`src/rtl/ssp_defs.svh`:
```
// Constants for the serial programming port
`ifndef SSP_DEFS_SVH
`define SSP_DEFS_SVH
`define SSP_WORD_BITS     24
`define SSP_ADDR_LSB      21
`define SSP_ADDR_A        3'h0
`define SSP_ADDR_B        3'h1
`define SSP_ADDR_C        3'h2
`define SSP_ADDR_D        3'h3
`define SSP_PAY_BITS      21
`define SSP_FRAC_BITS     8
`define SSP_WB_ADR_A      4'h0
`define SSP_WB_ADR_B      4'h4
`define SSP_WB_ADR_C      4'h8
`define SSP_WB_ADR_D      4'hc
`define SSP_WB_ADR_STAT   5'h10
`define SSP_WB_ADR_CTRL   5'h14
`define SSP_SYNC_DIV_RST  16'h0200
`define SSP_PINS_IDLE     3'h1
`endif

```
`src/rtl/ssp_pkg.sv`:
```
// Types for the serial programming port
package ssp_pkg;
  typedef struct packed {
    logic clk;
    logic data;
    logic strobe;
  } ssp_pins_t;
  typedef struct packed {
    logic [20:0] a_word;
    logic [20:0] b_word;
    logic [20:0] c_word;
    logic [20:0] d_word;
    logic [7:0]  frac_comp_current_setting;
  } ssp_work_t;
endpackage : ssp_pkg

```
`src/rtl/ssp_port.sv`:
```
// Serial programming port with working registers and a Wishbone view
//
// The implementer's own choices: the address map and the Wishbone register port.
`timescale 1ns/100ps
`include "ssp_defs.svh"
// Operation
// Three lines, clock data strobe, program all device settings
// Each word is 24 bits with a three bit address field
// Strobe low: each rising serial clock shifts data into register
// Strobe high: serial clock blocked, shift register frozen
// Address bits route the payload to its own working register
// Host sends A, B and C words to configure synthesizers
// D word programs power control, offset divide, enables and sleep
// B word keeps compensation setting in a temporary holder only
// Loading A also moves held compensation setting into working
// A word reaches main divider registers only on sync pulse
// Main divider terminal count gives sync and phase detector pulse
// A load blocked per divider cycle for up to reference period
// Host holds strobe high long enough for an A load
// After A load both main pumps stay in speed-up while strobe high
// Words travel least significant bit first on leading clock edge
// Strobe rise moves shift register only when address decodes
// Host raises strobe half clock after the last bit edge
// At most one load per strobe high period
// Shift register keeps last 24 bits, address in top positions
// Pending A load stays armed until first sync while strobe high
// Host keeps serial clock at or below 10 MHz
module ssp_port #(
  parameter int DIV_W = 16
) (
  // Clock and reset
  input  wire logic          clk_i,
  input  wire logic          rst_i,
  // Serial pins from host
  input  wire logic          ser_clk_i,
  input  wire logic          ser_data_i,
  input  wire logic          ser_strobe_i,
  // Main divider input pulses
  input  wire logic          vco_tick_i,
  // Wishbone slave
  input  wire logic          wb_cyc_i,
  input  wire logic          wb_stb_i,
  input  wire logic          wb_we_i,
  input  wire logic [4:0]    wb_adr_i,
  input  wire logic [3:0]    wb_sel_i,
  input  wire logic [31:0]   wb_dat_i,
  output logic      [31:0]   wb_dat_o,
  output logic               wb_ack_o,
  // Device outputs
  output ssp_pkg::ssp_work_t work_o,
  output logic               main_pd_pulse_o,
  output logic               proportional_pump_output_o,
  output logic               integral_pump_output_o
);
  // ---------------------------------------------------------------
  // Pin synchronisers
  // ---------------------------------------------------------------
  // Strobe resets to its idle high level, so release gives no false rise
  ssp_pkg::ssp_pins_t pins;
  ssp_pkg::ssp_pins_t s1_ff, nxt_s1;
  ssp_pkg::ssp_pins_t s2_ff, nxt_s2;
  ssp_pkg::ssp_pins_t s3_ff, nxt_s3;
  assign pins = '{clk: ser_clk_i, data: ser_data_i, strobe: ser_strobe_i};
  always_comb begin
    nxt_s1 = pins;
    nxt_s2 = s1_ff;
    nxt_s3 = s2_ff;
  end
  always_ff @(posedge clk_i) begin
    if (rst_i) begin
      s1_ff <= `SSP_PINS_IDLE;
      s2_ff <= `SSP_PINS_IDLE;
      s3_ff <= `SSP_PINS_IDLE;
    end else begin
      s1_ff <= nxt_s1;
      s2_ff <= nxt_s2;
      s3_ff <= nxt_s3;
    end
  end
  // Only the second stage and the edge register feed logic
  logic clk_rise;
  logic stb_rise;
  logic stb_high;
  logic ser_bit;
  assign clk_rise = s2_ff.clk & ~s3_ff.clk;
  assign stb_rise = s2_ff.strobe & ~s3_ff.strobe;
  assign stb_high = s2_ff.strobe;
  assign ser_bit  = s2_ff.data;

  // ---------------------------------------------------------------
  // Main divider and sync
  // ---------------------------------------------------------------
  logic [DIV_W-1:0] div_ff, nxt_div;
  logic             sync;
  // Ratio from A word bits 15:0, clamped to the smallest legal value
  logic [DIV_W-1:0] ratio;
  logic [DIV_W-1:0] ratio_raw;
  logic [DIV_W-1:0] ratio_min;
  logic [DIV_W-1:0] last_cnt;
  assign ratio_raw = DIV_W'(work_o.a_word[15:0]);
  assign ratio_min = DIV_W'(`SSP_SYNC_DIV_RST);
  assign ratio     = (ratio_raw < ratio_min) ? ratio_min : ratio_raw;
  assign last_cnt  = ratio - DIV_W'(1);
  assign sync = vco_tick_i & (div_ff == last_cnt);
  always_comb begin
    nxt_div = div_ff;
    if (vco_tick_i) begin
      nxt_div = sync ? '0 : div_ff + DIV_W'(1);
    end
  end
  always_ff @(posedge clk_i) begin
    if (rst_i) begin
      div_ff <= '0;
    end else begin
      div_ff <= nxt_div;
    end
  end
  assign main_pd_pulse_o = sync;

  // ---------------------------------------------------------------
  // Input shift register
  // ---------------------------------------------------------------
  logic [23:0] sr_ff, nxt_sr;
  logic [2:0]  addr;
  logic [20:0] payload;
  assign addr    = sr_ff[23:`SSP_ADDR_LSB];
  assign payload = sr_ff[`SSP_PAY_BITS-1:0];
  always_comb begin
    nxt_sr = sr_ff;
    // Clock path only open while strobe is low
    if (!stb_high && clk_rise) begin
      nxt_sr = {ser_bit, sr_ff[23:1]};
    end
  end
  always_ff @(posedge clk_i) begin
    if (rst_i) begin
      sr_ff <= '0;
    end else begin
      sr_ff <= nxt_sr;
    end
  end

  // ---------------------------------------------------------------
  // Address decode and once per strobe guard
  // ---------------------------------------------------------------
  logic dec_a;
  logic dec_b;
  logic dec_c;
  logic dec_d;
  logic take;
  logic done_ff, nxt_done;
  assign dec_a = (addr == `SSP_ADDR_A);
  assign dec_b = (addr == `SSP_ADDR_B);
  assign dec_c = (addr == `SSP_ADDR_C);
  assign dec_d = (addr == `SSP_ADDR_D);
  // Stray decoder changes while strobe high cannot reload
  assign take  = stb_rise & ~done_ff;
  always_comb begin
    nxt_done = done_ff;
    if (!stb_high) begin
      nxt_done = 1'b0;
    end else if (take) begin
      nxt_done = 1'b1;
    end
  end
  always_ff @(posedge clk_i) begin
    if (rst_i) begin
      done_ff <= 1'b0;
    end else begin
      done_ff <= nxt_done;
    end
  end

  // ---------------------------------------------------------------
  // Pending A word and compensation holder
  // ---------------------------------------------------------------
  logic [20:0] a_pend_ff, nxt_a_pend;
  logic        a_arm_ff, nxt_a_arm;
  logic [7:0]  frac_hold_ff, nxt_frac_hold;
  logic        a_apply;
  assign a_apply = a_arm_ff & stb_high & sync;
  always_comb begin
    nxt_a_pend    = a_pend_ff;
    nxt_a_arm     = a_arm_ff;
    nxt_frac_hold = frac_hold_ff;
    if (!stb_high || a_apply) begin
      nxt_a_arm = 1'b0;
    end else if (take && dec_a) begin
      nxt_a_arm = 1'b1;
    end
    if (take && dec_a) begin
      nxt_a_pend = payload;
    end
    if (take && dec_b) begin
      nxt_frac_hold = payload[`SSP_FRAC_BITS-1:0];
    end
  end
  always_ff @(posedge clk_i) begin
    if (rst_i) begin
      a_pend_ff    <= '0;
      a_arm_ff     <= 1'b0;
      frac_hold_ff <= '0;
    end else begin
      a_pend_ff    <= nxt_a_pend;
      a_arm_ff     <= nxt_a_arm;
      frac_hold_ff <= nxt_frac_hold;
    end
  end

  // ---------------------------------------------------------------
  // Working registers
  // ---------------------------------------------------------------
  ssp_pkg::ssp_work_t work_ff, nxt_work;
  always_comb begin
    nxt_work = work_ff;
    if (take && dec_b) begin
      nxt_work.b_word = payload;
    end
    if (take && dec_c) begin
      nxt_work.c_word = payload;
    end
    if (take && dec_d) begin
      nxt_work.d_word = payload;
    end
    // Divider and compensation change on one edge, no false step
    if (a_apply) begin
      nxt_work.a_word = a_pend_ff;
      nxt_work.frac_comp_current_setting = frac_hold_ff;
    end
  end
  always_ff @(posedge clk_i) begin
    if (rst_i) begin
      work_ff <= '0;
    end else begin
      work_ff <= nxt_work;
    end
  end
  assign work_o = work_ff;

  // ---------------------------------------------------------------
  // Charge pump speed-up
  // ---------------------------------------------------------------
  logic speed_ff, nxt_speed;
  always_comb begin
    nxt_speed = speed_ff;
    if (!stb_high) begin
      nxt_speed = 1'b0;
    end else if (a_apply) begin
      nxt_speed = 1'b1;
    end
  end
  always_ff @(posedge clk_i) begin
    if (rst_i) begin
      speed_ff <= 1'b0;
    end else begin
      speed_ff <= nxt_speed;
    end
  end
  assign proportional_pump_output_o = speed_ff;
  assign integral_pump_output_o     = speed_ff;

  // ---------------------------------------------------------------
  // Strobe load counter
  // ---------------------------------------------------------------
  // Counts every taken strobe, undecoded addresses included
  logic [31:0] loads_ff, nxt_loads;
  always_comb begin
    nxt_loads = loads_ff;
    if (take) begin
      nxt_loads = loads_ff + 32'h0000_0001;
    end
  end
  always_ff @(posedge clk_i) begin
    if (rst_i) begin
      loads_ff <= '0;
    end else begin
      loads_ff <= nxt_loads;
    end
  end

  // ---------------------------------------------------------------
  // Wishbone slave, read only view, one wait state
  // ---------------------------------------------------------------
  logic [31:0] rd_ff, nxt_rd;
  logic        ack_ff, nxt_ack;
  always_comb begin
    nxt_ack = wb_cyc_i & wb_stb_i & ~ack_ff;
    nxt_rd  = rd_ff;
    if (nxt_ack) begin
      if (wb_adr_i == {1'b0, `SSP_WB_ADR_A}) begin
        nxt_rd = {11'h000, work_ff.a_word};
      end else if (wb_adr_i == {1'b0, `SSP_WB_ADR_B}) begin
        nxt_rd = {11'h000, work_ff.b_word};
      end else if (wb_adr_i == {1'b0, `SSP_WB_ADR_C}) begin
        nxt_rd = {11'h000, work_ff.c_word};
      end else if (wb_adr_i == {1'b0, `SSP_WB_ADR_D}) begin
        nxt_rd = {11'h000, work_ff.d_word};
      end else if (wb_adr_i == `SSP_WB_ADR_STAT) begin
        nxt_rd = {20'h00000, frac_hold_ff, stb_high, speed_ff, done_ff, a_arm_ff};
      end else if (wb_adr_i == `SSP_WB_ADR_CTRL) begin
        nxt_rd = loads_ff;
      end else begin
        nxt_rd = 32'h0000_0000;
      end
    end
  end
  always_ff @(posedge clk_i) begin
    if (rst_i) begin
      rd_ff  <= '0;
      ack_ff <= 1'b0;
    end else begin
      rd_ff  <= nxt_rd;
      ack_ff <= nxt_ack;
    end
  end
  assign wb_ack_o = ack_ff;
  assign wb_dat_o = rd_ff;
endmodule : ssp_port

```
`config.mk`:
```
export PLATFORM = sky130hd
export DESIGN_NAME = ssp_port
export DESIGN_NICKNAME = d
export VERILOG_FILES = /design/src/rtl/ssp_pkg.sv /design/src/rtl/ssp_port.sv
export VERILOG_INCLUDE_DIRS = /design/src /design/src/rtl
export SDC_FILE = /design/constraint.sdc
export NUM_CORES = 1
export LEC_CHECK = 0
export BUFFER_PORTS_ARGS = -buffer_cell sky130_fd_sc_hd__buf_2
export CAP_MARGIN = 5
export CORE_ASPECT_RATIO = 0.5
export CORE_MARGIN = 8
export CORE_UTILIZATION = 60
export DETAILED_ROUTE_END_ITERATION = 8
export PLACE_DENSITY_LB_ADDON = 0.2
export SYNTH_ARGS = -nofsm -noshare
export SYNTH_HDL_FRONTEND = slang
export SYNTH_SLANG_ARGS = --single-unit
```
`constraint.sdc`:
```
create_clock -name clk_i -period 6.4 [get_ports clk_i]
set_clock_uncertainty 0.15 [all_clocks]
set_input_delay 0.64 -clock clk_i [delete_from_list [all_inputs] [get_ports clk_i]]
set_output_delay 0.64 -clock clk_i [all_outputs]
set_load 0.01 [all_outputs]
```
==> run metrics <==
status=complete, no violations; NumNets Final=roughly 1400; Final Hold Viols=0; worst setup path category=flop to primary output; Critical-path top delay cell=nor4_1; Psw=0.616 mW; area growth from synthesis to layout=13.7%; Post-Synth Adder-Cell Area=0.373%; Wirelength per Cell=19.5 µm; largest net degree at the start of global routing=about 120; initial antenna violation count=0; initial DRC count=between 900 and 1000; largest family of logic cells by synthesized area=simple AND/OR/NAND/NOR gates; Inserted Clock Buffers=20; final wirelength=between 30 and 40 mm; total of max-cap violations=0; Worst-path clk slew=around 0.070 ns; Ports=roughly 180; Synth top area share=45.6%; Rows=33; met1 wire length=13.1 mm; Vert. Die Dim=around 110 µm; met3 WL post-DR=about 2.7 mm; H-tree lvl count=1; headroom to the max-slew limit=22.4%; Slew @ Worst Pin=roughly 1.2 ns; dpl hpwl=around 21 mm; post-synthesis register bit count=229; Pleak=4.31 nW; Root Driver=clkbuf_16; design area=11400 µm²; DRC viols=0; top cells by area, synth=dfxtp_1 46%, nand2_1 10%, a21oi_1 8.6%, clkbuf_1 3.2%, nor2_1 3.2%; Clock Sinks=229; Synth top cells by count=267 x nand2_1, 229 x dfxtp_1, 173 x a21oi_1, 86 x clkbuf_1, 86 x nor2_1; post-synth cell types=61; CP peak stage delay=0.89 ns; vias in the first global route=8875; Clock power frac=44.4%; DIE AREA=between 20000 and 25000 µm²; via total after detailed routing=~10000; TritonCTS clock tree=yes; combinational share of power=around 3.3%; Synth Area in Simple Gates=24.7%; mux contribution to synthesized area=1.21%; gr ovfl total=0; Top Layer Used=met4; fin crit period=5.82 ns; post-CTS repair timing setup buffer count=0; RSZ-0062 raised after global routing=false; PD cells=241 nW/µm²; area leader, netlist=dfxtp_1; xor/xnor cell area share of the yosys netlist=4.35%; share of cells above drive strength 1=14.8%; DRT Pass-1 Iters=7; Cell Area, Synth=10100 µm²; # port buffers=140; global-route wire length before repair=48.0 mm; Synth Area in Compound Gates=19.1%; CTS resizes=0; pre-CTS WS=1.13 ns; CP arrival=5.03 ns; share of synthesized flip-flops with an asynchronous set or reset=0%; number of enable flip-flop cells after synthesis=0; GRT Util Overall=27.8%; core area=16400 µm²; Reg power frac=52.3%; post-route ant nets=0; Crit Path Max Fanout=32; Skew-Pair Late Insertion Delay=slightly above 0.5 ns; Mapped Nets=1334; Final setup viols=0; ant diodes=0; Fin Setup TNS=0 ns; CP cell instances=nor4_1 -> nand2_1 -> nand2_1 -> ha_1 -> or4b_2 -> nor3_1 -> o31ai_1 -> xnor2_1 -> or4_1 -> buf_4 -> nor2_1 -> buf_2; top_reg_cell synth=dfxtp_1; Peak VDD IR=0.181 mV; Critical Path Sink Type=primary output; die span in x=199 µm; register area share after synthesis=45.6%; number of max-slew violations in the final report=0; Synth Instances=1281; WL met2=14.5 mm; dpl cell area=10800 µm²; Clock Path Buffers=3; syn avg cell area=7.85 µm²; setup ws final=between 0.5 and 0.6 ns; type of the most critical hold path=input port to flop; Power Internal=2.14 mW; CP Data Required Time=5.61 ns; most frequent cell after synthesis=nand2_1; Peak Freq=172 MHz; sw frac=22.4%; initial core utilization=61.4%; YS warnings=0; DR vias/cell=6.09; fill cell count=1393; Final Cycle Share=between 90% and 100%; most frequent CP cell=nand2_1; gpl congestion=0.977; Hold-fix buffers, CTS=0; Worst setup SP type=flop
==> layout make-up <==
class                   count  area, µm²  area share, %
multi-input cells         933       5040           44.0
clock inverters             7       75.1          0.656
well taps                 227        284           2.48
clock buffers              28        581           5.07
flip-flops and latches    229       4580           40.1
repair buffers            152        797           6.97
inverters                  22       82.6          0.722
==> critical path: cells and delay by family, from the launching register on <==
kind	cells	cell delay, ns
flip-flops	1	0.46
AO/OA/AOI/OAI	1	0.10
AND/OR/NAND/NOR	7	3.01
buffers and inverters	2	0.40
adder cells (fa/ha/maj)	1	0.34
XOR/XNOR	1	0.21
==> stage by stage <==
step | hold WS, ns | power [mW] | std cells | utilization, %
3_3_place_gp | 0.247 | 1.56 | 1563 | 65.8
4_1_cts | 0.162 | 2.75 | 1598 | 69.8
3_5_place_dp | 0.246 | 1.56 | 1563 | 65.8
6_report | 0.172 | 2.75 | 1598 | 69.8
2_1_floorplan | 0.239 | 1.53 | 1281 | -
5_1_grt | 0.167 | 2.83 | 1598 | 69.8
==> sequential cells by signal (all words and copies together), names as in the netlist <==
register / flops
a_pend_ff: 21
frac_hold_ff: 7
s3_ff: 2
stb_high: 1
done_ff: 1
wb_ack_o: 1
nxt_s3: 1
wb_dat_o: 32
a_arm_ff: 1
loads_ff: 32
div_ff: 16
sr_ff: 24
ser_bit: 1
integral_pump_output_o: 1
work_o: 85
nxt_s2: 3
==> routing by layer <==
metal / track usage, % / up-vias
met4: 7.52 / 0
met3: 4.52 / 71
met1: 37.5 / 4599
met2: 45.8 / 451
met5: 0 / -
li1: - / 4606
==> cell usage in the layout, fill, tap and decap left out, types with 20 or more instances in the layout <==
| master | n |
|---|---|
| nand2_1 | 267 |
| dfxtp_1 | 229 |
| a21oi_1 | 173 |
| buf_2 | 139 |
| nor2_1 | 84 |
| nand3_1 | 62 |
| o21ai_0 | 58 |
| xor2_1 | 36 |
| nor3_1 | 32 |
| inv_1 | 22 |
| a22o_1 | 20 |
| clkbuf_16 | 20 |
==> power groups by stage <==
stage	Combinational, mW	Sequential, mW	Clock [mW]
after floorplan	0.0614	1.47	0
after global placement	0.0874	1.47	0
after detailed placement	0.0884	1.47	0
after CTS	0.0886	1.44	1.23
after global routing	0.0987	1.44	1.29
final	0.0898	1.44	1.22
==> final timing paths <==
path	slack, ns	start	endpoint	cells past startpoint
setup / recovery	0.58	work_o[85]	main_pd_pulse_o	12
hold / removal	0.17	ser_strobe_i	nxt_s2[0]	2
setup reg to reg	1.04	work_o[85]	div_ff[0]	11
hold reg to reg	0.27	nxt_s2[0]	stb_high	1
==> logic make-up (layout without fill, tap and decap cells) <==
kind of cell    count (synthesis)  in the layout
compound gates                321            321
xor+xnor                       50             50
fa+ha+maj                       3              3
buf+inv                       119            209
flops                         229            229
mux                            12             12
simple gates                  547            547
Note: power is estimated with default switching activity, not from simulation.
